`config.mk`:
```
export PLATFORM = sky130hd
export DESIGN_NAME = tacs_tag_flat
export DESIGN_NICKNAME = d
export VERILOG_FILES = /design/src/tacs_pkg.sv /design/src/tacs_link_if.sv /design/src/tacs_lfsr.sv /design/src/tacs_tag.sv /design/src/flat_wrapper.sv
export VERILOG_INCLUDE_DIRS = /design/src
export SDC_FILE = /design/constraint.sdc
export NUM_CORES = 1
export LEC_CHECK = 0
export ABC_AREA = 0
export BUFFER_PORTS_ARGS = -buffer_cell sky130_fd_sc_hd__buf_4
export CAP_MARGIN = 20
export CORE_ASPECT_RATIO = 1.1
export CORE_MARGIN = 4
export CORE_UTILIZATION = 44
export CTS_BUF_LIST = sky130_fd_sc_hd__clkbuf_8
export DETAILED_ROUTE_END_ITERATION = 6
export SYNTH_ARGS = -nofsm -noshare
export SYNTH_HDL_FRONTEND = slang
export SYNTH_SLANG_ARGS = --single-unit
```
`constraint.sdc`:
```
create_clock -name clk -period 2.8 [get_ports clk]
set_clock_uncertainty 0.15 [all_clocks]
set_input_delay 0.14 -clock clk [delete_from_list [all_inputs] [get_ports clk]]
set_output_delay 0.14 -clock clk [all_outputs]
set_load 0.1 [all_outputs]
```
`src/tacs_params.svh`:
```
`ifndef TACS_PARAMS_SVH
`define TACS_PARAMS_SVH
`define TACS_CMD_PREFIX 8'h06
`define TACS_OPEN_SECOND 8'h00
`define TACS_CALL_SECOND 8'h04
`define TACS_PROBE_NIBBLE 4'h6
`define TACS_PICK_CODE 8'h0E
`define TACS_SLOT_COUNT 5'h10
`define TACS_SLOT_LAST 4'hF
`define TACS_LFSR_SEED 16'hACE1
`define TACS_LFSR_TAPS 16'hB400
`define TACS_ANS_WAIT 8'h40
`endif

```
`src/tacs_pkg.sv`:
```
package tacs_pkg;
  typedef enum logic [1:0] {TACS_READY, TACS_INVENTORY, TACS_SELECTED, TACS_DESELECTED} tacs_state_t;
  typedef logic [7:0] tacs_byte_t;
endpackage

```
`src/tacs_link_if.sv`:
```
`timescale 1ns/10ps
// Byte-level link: request frames reader to tag, answer bytes tag to reader
interface tacs_link_if;
  logic req_valid;
  logic [7:0] req_byte;
  logic req_last;
  logic req_crc_ok;
  logic ans_valid;
  logic [7:0] ans_byte;
  modport tag (input req_valid, input req_byte, input req_last, input req_crc_ok,
               output ans_valid, output ans_byte);
  modport reader (output req_valid, output req_byte, output req_last, output req_crc_ok,
                  input ans_valid, input ans_byte);
endinterface

```
`src/tacs_lfsr.sv`:
```
`timescale 1ns/10ps
`include "tacs_params.svh"
// Free-running Galois LFSR random source
module tacs_lfsr (
  input wire logic clk,
  input wire logic rst_n,
  output logic [15:0] rnd
);
  import tacs_pkg::*;
  // Shift every cycle
  always_ff @(posedge clk) begin
    if (!rst_n) begin
      rnd <= `TACS_LFSR_SEED;
    end else begin
      rnd <= rnd[0] ? ((rnd >> 1) ^ `TACS_LFSR_TAPS) : (rnd >> 1);
    end
  end
endmodule

```
`src/tacs_tag.sv`:
```
`timescale 1ns/10ps
`include "tacs_params.svh"
module tacs_tag (
  input wire logic clk,
  input wire logic rst_n,
  tacs_link_if.tag link,
  output tacs_pkg::tacs_state_t state,
  output tacs_pkg::tacs_byte_t tag_handle
);
  import tacs_pkg::*;
  logic [15:0] rnd;
  logic [7:0] b0_r;
  logic [7:0] b1_r;
  logic [1:0] cnt_r;
  logic [1:0] cnt_nxt;
  logic ans_valid_r;
  logic [7:0] ans_byte_r;
  logic got_open;
  logic got_call;
  logic got_probe;
  logic got_pick;
  logic frame_end;

  tacs_lfsr u_lfsr (
    .clk(clk),
    .rst_n(rst_n),
    .rnd(rnd)
  );

  assign link.ans_valid = ans_valid_r;
  assign link.ans_byte = ans_byte_r;

  // Capture first two data bytes of a frame
  assign cnt_nxt = (cnt_r == 2'h3) ? cnt_r : cnt_r + 2'h1;
  always_ff @(posedge clk) begin
    if (!rst_n) begin
      cnt_r <= 2'h0;
      b0_r <= 8'h00;
      b1_r <= 8'h00;
    end else if (link.req_valid) begin
      if (cnt_r == 2'h0) b0_r <= link.req_byte;
      if (cnt_r == 2'h1) b1_r <= link.req_byte;
      cnt_r <= link.req_last ? 2'h0 : cnt_nxt;
    end
  end

  // Decode at frame end; last byte may be the second
  assign frame_end = link.req_valid && link.req_last && link.req_crc_ok;
  always_comb begin
    got_open = 1'b0;
    got_call = 1'b0;
    got_probe = 1'b0;
    got_pick = 1'b0;
    if (frame_end) begin
      if (cnt_r == 2'h1 && b0_r == `TACS_CMD_PREFIX) begin
        got_open = (link.req_byte == `TACS_OPEN_SECOND);
        got_call = (link.req_byte == `TACS_CALL_SECOND);
      end
      if (cnt_r == 2'h0 && link.req_byte[3:0] == `TACS_PROBE_NIBBLE &&
          link.req_byte[7:4] != 4'h0) begin
        got_probe = 1'b1;
      end
      if (cnt_r == 2'h1 && b0_r == `TACS_PICK_CODE) begin
        got_pick = 1'b1;
      end
    end
  end

  // State machine
  always_ff @(posedge clk) begin
    if (!rst_n) begin
      state <= TACS_READY;
    end else begin
      unique case (state)
        TACS_READY: if (got_open) state <= TACS_INVENTORY;
        TACS_INVENTORY: if (got_pick && link.req_byte == tag_handle) state <= TACS_SELECTED;
        TACS_SELECTED: if (got_pick && link.req_byte != tag_handle) state <= TACS_DESELECTED;
        TACS_DESELECTED: if (got_pick && link.req_byte == tag_handle) state <= TACS_SELECTED;
      endcase
    end
  end

  // Handle and slot field updates
  always_ff @(posedge clk) begin
    if (!rst_n) begin
      tag_handle <= 8'h00;
    end else if (got_open && (state == TACS_READY || state == TACS_INVENTORY)) begin
      tag_handle <= rnd[7:0];
    end else if (got_call && state == TACS_INVENTORY) begin
      tag_handle <= {tag_handle[7:4], rnd[11:8]};
    end
  end

  // Answer byte generation
  always_ff @(posedge clk) begin
    if (!rst_n) begin
      ans_valid_r <= 1'b0;
      ans_byte_r <= 8'h00;
    end else begin
      ans_valid_r <= 1'b0;
      if (got_open && (state == TACS_READY || state == TACS_INVENTORY)) begin
        ans_valid_r <= 1'b1;
        ans_byte_r <= rnd[7:0];
      end else if (got_call && state == TACS_INVENTORY && rnd[11:8] == 4'h0) begin
        ans_valid_r <= 1'b1;
        ans_byte_r <= {tag_handle[7:4], 4'h0};
      end else if (got_probe && state == TACS_INVENTORY &&
                   link.req_byte[7:4] == tag_handle[3:0]) begin
        ans_valid_r <= 1'b1;
        ans_byte_r <= tag_handle;
      end else if (got_pick && link.req_byte == tag_handle &&
                   state != TACS_READY) begin
        ans_valid_r <= 1'b1;
        ans_byte_r <= tag_handle;
      end
    end
  end
endmodule

```
`src/flat_wrapper.sv`:
```
// flat-port wrapper written by rule: the top's interface ports become plain ports
module tacs_tag_flat import tacs_pkg::*;
  (clk, rst_n, state, tag_handle, link_req_valid, link_req_byte, link_req_last, link_req_crc_ok, link_ans_valid, link_ans_byte);
  tacs_link_if link_i ();
  input wire logic clk;
  input wire logic rst_n;
  output tacs_pkg::tacs_state_t state;
  output tacs_pkg::tacs_byte_t tag_handle;
  input wire logic [$bits(link_i.req_valid)-1:0] link_req_valid;
  input wire logic [$bits(link_i.req_byte)-1:0] link_req_byte;
  input wire logic [$bits(link_i.req_last)-1:0] link_req_last;
  input wire logic [$bits(link_i.req_crc_ok)-1:0] link_req_crc_ok;
  output wire logic [$bits(link_i.ans_valid)-1:0] link_ans_valid;
  output wire logic [$bits(link_i.ans_byte)-1:0] link_ans_byte;
  assign link_i.req_valid = link_req_valid;
  assign link_i.req_byte = link_req_byte;
  assign link_i.req_last = link_req_last;
  assign link_i.req_crc_ok = link_req_crc_ok;
  assign link_ans_valid = link_i.ans_valid;
  assign link_ans_byte = link_i.ans_byte;
  tacs_tag u_core (.clk(clk), .rst_n(rst_n), .link(link_i), .state(state), .tag_handle(tag_handle));
endmodule
```
==> run_results.csv, run 1 <==
group,metric,value,unit
worst_setup_path,crit_family,"simple AND/OR/NAND/NOR gates",
detailed_routing,vias,1596,
synthesis,synth_cells,203,
final_layout,final_common_cell,"dfxtp_1",
detailed_routing,ant_nets,0,
placement,dp_hpwl,3410,um
clock_tree,cts_buffer_depth,2,
run,maxCapViolCount,0,
global_routing,grtUsageMet1,21.3,%
clock_tree,clock_latency,290,ps
hold_path,hold_path_depth,3,
clock_tree,cts_buffers,5,
global_routing,grt_use_met2,28.5,%
global_routing,grt_busiest_layer,"met2",
die,die_y,78.6,um
clock_tree,cts_resized,0,
timing,rsz0062_at_grt,"no",
timing,hold_viol,0,
die,num_rows,25,
synthesis,synthDistinctLibCells,40,
final_layout,design_area,2390,um2
synthesis,ys_warn_count,0,
synthesis,synth_area,1990,um2
synthesis,syn_nets,219,
timing,setup_tns,0,ps
global_routing,antenna_found_initial,0,
pwr,p_total,1.17,mW
synthesis,synth_area_per_cell,9.81,um2
detailed_routing,vias_per_cell,5.45,
detailed_routing,drc_errors,0,
worst_setup_path,path_max_fanout,10,
final_layout,n_antenna_cell,0,
outcome,outcome,"completed",
hold_path,hp-start,"link_req_byte[0]",
worst_setup_path,cp.arrival,2360,ps
timing,finalCriticalPeriod,2340,ps
timing,fmax,427,MHz
global_routing,grt_max_degree,46,
detailed_routing,wirelength,4620,um
pwr,ir_worst_vdd,0.000261,V
placement,gp_congestion,0.820,
placement,dpl_cell_area,2260,um2
timing,relSlewSlack,67.8,%
synthesis,synth_top_area_share,45.2,%
pwr,p_leak,0.892,nW
die,chipWidth,72.2,um
die,core,4350,um2
worst_setup_path,cpMaxStageDelayCell,"or3_1",
detailed_routing,wl_per_cell,15.8,um
worst_setup_path,critPathBufInv,1,
final_layout,drive_above_1_share,20.5,%
die,io_pins,32,
detailed_routing,dr.pass1.iters,4,
clock_tree,htree_levels,2,
worst_setup_path,reg2reg_depth,7,
die,dieArea,5670,um2
clock_tree,cts_hold_buf,5,
timing,slew_viol_final,0,
synthesis,ys_seq_area_share,45.2,%
pwr,p_per_area,487,nW/um2
global_routing,grt_use_met3,3.46,%
worst_setup_path,cp-end-kind,"flop",
worst_setup_path,cp_cell_sequence,"inv_1, ha_1, nand2_1, or3_1, a2111oi_4, or3_1, a21oi_1",
worst_setup_path,worst-r2r-setup-slack,460,ps
clock_tree,post_cts_buffers,0,
global_routing,grt_pass1_vias,1530,
timing,worst-slew-pin-transition,481,ps
worst_setup_path,crit-reg2reg-launch,"u_core.cnt_r[0]",
global_routing,grt_use_total,17.0,%
final_layout,final_cell_mix,"45 x dfxtp_1, 34 x buf_4, 21 x nand2_1",
hold_path,holdCritPathClass,"input port to flop",
worst_setup_path,worstReg2RegEnd,"u_core.link.ans_byte[0]",
clock_tree,cts.sinks,45,
clock_tree,cts_tree,"done",
hold_path,min_to,"u_core.b0_r[0]",
die,start_util,45.8,%
final_layout,syn_to_final_growth,20.2,%
synthesis,synth_top_cell_by_area,"dfxtp_1",
clock_tree,path_clk_slew,80,ps
timing,timing.final.crit_share,83.6,%
final_layout,final_util,55.1,%
synthesis,ys_seq_elements,45,
final_layout,nNetsFinal,254,
timing,finalSetupViolations,0,
final_layout,fin_cells,293,
worst_setup_path,cpPeakStageDelay,400,ps
worst_setup_path,required,2820,ps
global_routing,overflow,0,
detailed_routing,drt_iter0_drc,72,
worst_setup_path,criticalPathCategory,"flop to flop",
synthesis,synthTopCellsByArea,"dfxtp_1 45%, xnor2_1 5.3%, a21boi_0 4.9%",
worst_setup_path,start_kind,"flop",
clock_tree,root_buffer,"clkbuf_8",
worst_setup_path,crit_top_cell,"or3_1",
placement,post-place-cells,280,
placement,portBuffers,31,
global_routing,grt_pass1_wl,7490,um
[worst max-delay path by stage]
stage	from	end	slack, ps	cells past startpoint
floorplan	u_core.state[0]	u_core.link.ans_byte[0]	140	5
global placement	u_core.cnt_r[0]	u_core.link.ans_byte[7]	550	7
detailed placement	u_core.cnt_r[0]	u_core.link.ans_byte[0]	490	7
CTS	u_core.cnt_r[0]	u_core.link.ans_byte[0]	470	7
global route	link_req_byte[4]	u_core.link.ans_byte[1]	330	7
finish	u_core.cnt_r[0]	u_core.link.ans_byte[0]	460	7
[synth_stat cells (all sizes together)]
cell / n
a2111o: 1
a2111oi: 1
a21boi: 13
a21oi: 9
a22oi: 8
a31oi: 1
a32oi: 1
and2: 9
and3: 2
and4: 1
and4bb: 1
buf: 4
clkbuf: 7
dfxtp: 45
ha: 3
inv: 3
mux2i: 4
nand2: 22
nand2b: 6
nand3: 8
nand4: 4
nor2: 3
nor2b: 7
nor3: 5
nor3b: 1
nor4: 2
nor4b: 2
o21ai: 2
o31a: 1
o41ai: 8
or3: 3
or4b: 2
xnor2: 12
xor2: 2
[tightest hold or removal path, stage by stage]
cell and delay (ps):
buf_4 130, nand3_1 50, a21boi_0 80
[per-layer routing]
layer	up-vias	routed length [um]
li1	794	-
met1	756	2030
met2	42	2300
met3	4	243
met4	0	48
met5	-	0
[stage by stage]
stage	hold WS (ps)	worst slack (ps)
6_report	12.8	460
5_1_grt	9.15	330
4_1_cts	8.71	468
3_5_place_dp	245	489
3_3_place_gp	239	546
2_1_floorplan	146	142
[cell families after synthesis]
| kind of cell | synth area share, % |
|---|---|
| xor gates and xnor gates | 6.16 |
| and+or+nand+nor | 23.9 |
| AOI/OAI and AO/OA | 17.3 |
| muxes | 2.01 |
| buffers and inverters | 3.45 |
| adders and majority gates | 1.88 |
| DFF | 45.2 |
[sequential cells by signal (all words and copies together), names as in the netlist]
| signal | flops |
|---|---|
| u_core.u_lfsr.rnd | 16 |
| u_core.link.ans_valid | 1 |
| u_core.link.ans_byte | 8 |
| u_core.state | 2 |
| u_core.tag_handle | 8 |
| u_core.cnt_r | 2 |
| u_core.b0_r | 8 |
[where the power goes]
group | total, mW | internal, mW | switching (mW)
Combinational | 0.0945 | 0.0481 | 0.0463
Clock | 0.389 | 0.172 | 0.217
Sequential | 0.682 | 0.664 | 0.0181
[layout make-up]
type,count,area [um2]
fill,403,1950
multi-input combinational,144,1020
sequential,45,901
timing repair buffer,39,305
clock buffer,5,68.8
tap,54,67.6
clock inverter,3,17.5
inverter,3,11.3
Note: power is estimated with default switching activity, not from simulation.
==> inputs of run 2 (changes only) <==
--- a/config.mk
+++ b/config.mk
@@ -6,7 +6,7 @@
 export SDC_FILE = /design/constraint.sdc
 export NUM_CORES = 1
 export LEC_CHECK = 0
-export ABC_AREA = 0
+export ABC_AREA = 1
 export BUFFER_PORTS_ARGS = -buffer_cell sky130_fd_sc_hd__buf_4
 export CAP_MARGIN = 20
 export CORE_ASPECT_RATIO = 1.1
==> constraint.sdc (replaced) <==
create_clock -name clk -period 2.45 [get_ports clk]
set_clock_uncertainty 0.15 [all_clocks]
set_input_delay 0.1225 -clock clk [delete_from_list [all_inputs] [get_ports clk]]
set_output_delay 0.1225 -clock clk [all_outputs]
set_load 0.1 [all_outputs]
==> run_results.csv, run 2 <==
group,metric,value,unit
timing,worst_hold_slack,7.90,ps
detailed_routing,dr.pass1.iters,4,
worst_setup_path,path_max_fanout,8,
worst_setup_path,worst-r2r-setup-slack,540,ps
final_layout,top_register,"u_core.u_lfsr.rnd",
clock_tree,cts_tree,"done",
clock_tree,cts_buffer_depth,2,
clock_tree,clock_latency,300,ps
placement,dp_hpwl,4070,um
synthesis,ys_warn_count,0,
pwr,switching_share,24.3,%
worst_setup_path,cp-end-kind,"flop",
timing,setup_tns,0,ps
synthesis,synth_cells,334,
die,dieArea,6300,um2
final_layout,final_cell_mix,"86 x nand2_1, 68 x inv_1, 45 x dfxtp_1",
clock_tree,htree_levels,2,
clock_tree,root_buffer,"clkbuf_8",
pwr,combPwrFrac,9.2,%
final_layout,drive_above_1_share,16.6,%
worst_setup_path,crit-reg2reg-launch,"u_core.cnt_r[1]",
detailed_routing,wl_per_cell,12.6,um
detailed_routing,drc_errors,0,
timing,rsz0062_at_grt,"no",
synthesis,synth_top_cell_by_area,"dfxtp_1",
die,start_util,46.8,%
die,chipWidth,76.0,um
pwr,p_total,1.47,mW
timing,relSlewSlack,64.8,%
die,die_y,82.8,um
pwr,p_leak,1.41,nW
synthesis,synth_area,2240,um2
pwr,p_per_area,548,nW/um2
synthesis,synthDistinctLibCells,27,
worst_setup_path,reg2reg_depth,13,
synthesis,synth_top_area_share,40.2,%
pwr,clkPwrFrac,38.0,%
hold_path,holdCritPathClass,"input port to flop",
timing,fmax,522,MHz
detailed_routing,ant_nets,0,
synthesis,synth_common_cells,"86 x nand2_1, 67 x inv_1, 45 x dfxtp_1, 36 x nor2_1",
global_routing,grt_pass1_vias,2015,
worst_setup_path,worstReg2RegEnd,"u_core.link.ans_byte[1]",
worst_setup_path,required,2500,ps
global_routing,overflow,0,
synthesis,synth_area_per_cell,6.71,um2
timing,finalCriticalPeriod,1910,ps
timing,hold_viol,0,
synthesis,ys_seq_area_share,40.2,%
clock_tree,cts.sinks,45,
synthesis,synthTopCellsByArea,"dfxtp_1 40%, nand2_1 14%, inv_1 11%",
final_layout,final_common_cell,"nand2_1",
die,core,4780,um2
timing,finalSetupViolations,0,
worst_setup_path,setup.worst_path.start,"u_core.cnt_r[1]",
final_layout,final_util,56.2,%
synthesis,syn_nets,350,
placement,gp_congestion,0.849,
final_layout,n_antenna_cell,0,
detailed_routing,vias_per_cell,4.86,
timing,slew_viol_final,0,
worst_setup_path,timing.critical_path.to,"u_core.link.ans_byte[1]",
die,num_rows,26,
synthesis,synth_flop_cell,"dfxtp_1",
global_routing,grt_pass1_wl,9500,um
clock_tree,path_clk_slew,80,ps
final_layout,fill_cells,470,
worst_setup_path,cp.arrival,1970,ps
synthesis,ys_seq_elements,45,
synthesis,async_reset_ff_share,0,%
run,maxCapViolCount,0,
worst_setup_path,start_kind,"flop",
global_routing,antenna_found_initial,0,
detailed_routing,drt_iter0_drc,138,
synthesis,synthMostInstantiatedCell,"nand2_1",
worst_setup_path,criticalPathCategory,"flop to flop",
timing,worst-slew-pin-transition,527,ps
placement,portBuffers,31,
detailed_routing,wirelength,5430,um
final_layout,largest_register_ffs,16,
final_layout,nNetsFinal,389,
die,io_pins,32,
global_routing,grt_max_degree,34,
clock_tree,cts_buffers,5,
detailed_routing,vias,2091,
pwr,ir_worst_vdd,0.000437,V
pwr,net-switching-power,0.357,mW
global_routing,grt_use_total,18.1,%
timing,timing.final.crit_share,78.1,%
pwr,p_int,1.12,mW
outcome,outcome,"completed",
pwr,pwr-share-seq,52.9,%
synthesis,synth_enable_flop_cells,0,
final_layout,syn_to_final_growth,19.9,%
[run 2: changes by cell type after synthesis, sizes merged, moves of 6 or more]
cell and delta:
nand2 +67, inv +66, nor2 +43, o21ai +14, a21boi -13, nand3 +13
xnor2 -11, and2 -9, a22oi -8, nand4 +8, nor2b -7, o41ai -7
nand2b -6
[run 2: layout make-up]
class,instances,area [um2],area share (%)
Multi-Input combinational cell,214,1050,39.1
Timing Repair Buffer,36,283,10.5
Inverter,71,272,10.1
Sequential cell,45,901,33.5
Clock buffer,5,68.8,2.56
Tap cell,56,70.1,2.61
Clock inverter,3,42.5,1.58
[run 2: per-stage QoR]
stage | cells | cell area (um2) | worst slack, ps
6_report | 430 | 2690 | 536
5_1_grt | 430 | 2690 | 274
4_1_cts | 430 | 2690 | 512
3_5_place_dp | 417 | 2520 | 524
3_3_place_gp | 417 | 2520 | 569
2_1_floorplan | 334 | 2240 | 212
[run 2: logic make-up after synthesis]
logic type,count (synthesis),share of synthesized area [%]
AOI/OAI and AO/OA,31,7.32
xor gates and xnor gates,4,1.56
adders and majority gates,3,1.68
buffers and inverters,75,12.9
DFF,45,40.2
and+or+nand+nor,176,36.3
[run 2: worst min-delay path by stage]
stage / from / endpoint / depth (start not counted)
2_1_floorplan: link_req_last / u_core.cnt_r[1] / 1
3_3_place_gp: link_req_last / u_core.cnt_r[1] / 2
3_5_place_dp: link_req_last / u_core.cnt_r[1] / 2
4_1_cts: link_req_byte[1] / u_core.b0_r[1] / 3
5_1_grt: link_req_byte[6] / u_core.b0_r[6] / 3
6_report: link_req_byte[6] / u_core.b0_r[6] / 3
[run 2: metal layers]
layer | GRT usage, % | wire, um | vias to the layer above
met5 | 0 | 0 | -
met4 | 4.53 | 48 | 0
met3 | 3.68 | 256 | 5
met2 | 29.4 | 2530 | 48
met1 | 24.5 | 2590 | 934
li1 | - | - | 1104
[run 2: timing repair]
| action | 4_1_cts | 5_1_grt |
|---|---|---|
| hold endpoints to repair | 6 | 0 |
| hold buffers | 5 | 0 |
| resized for setup | 0 | 0 |
| buffers inserted | 0 | 0 |
[run 2: power groups by stage]
stage / clock network, mW / registers (mW) / logic, mW
floorplan: 0 / 0.792 / 0.0848
global route: 0.604 / 0.783 / 0.155
detailed placement: 0 / 0.796 / 0.129
finish: 0.560 / 0.779 / 0.135
CTS: 0.573 / 0.779 / 0.136
global placement: 0 / 0.796 / 0.128
[run 2: critical path: stages (launching register included)]
cell	delay, ps
dfxtp_1	330
inv_1	90
ha_1	140
nand2_1	60
nor2_1	80
nand2_1	80
nor2_4	190
nand4_1	200
nand2_1	130
inv_1	70
nand3_4	100
nand2_1	80
inv_1	60
nor2_1	40
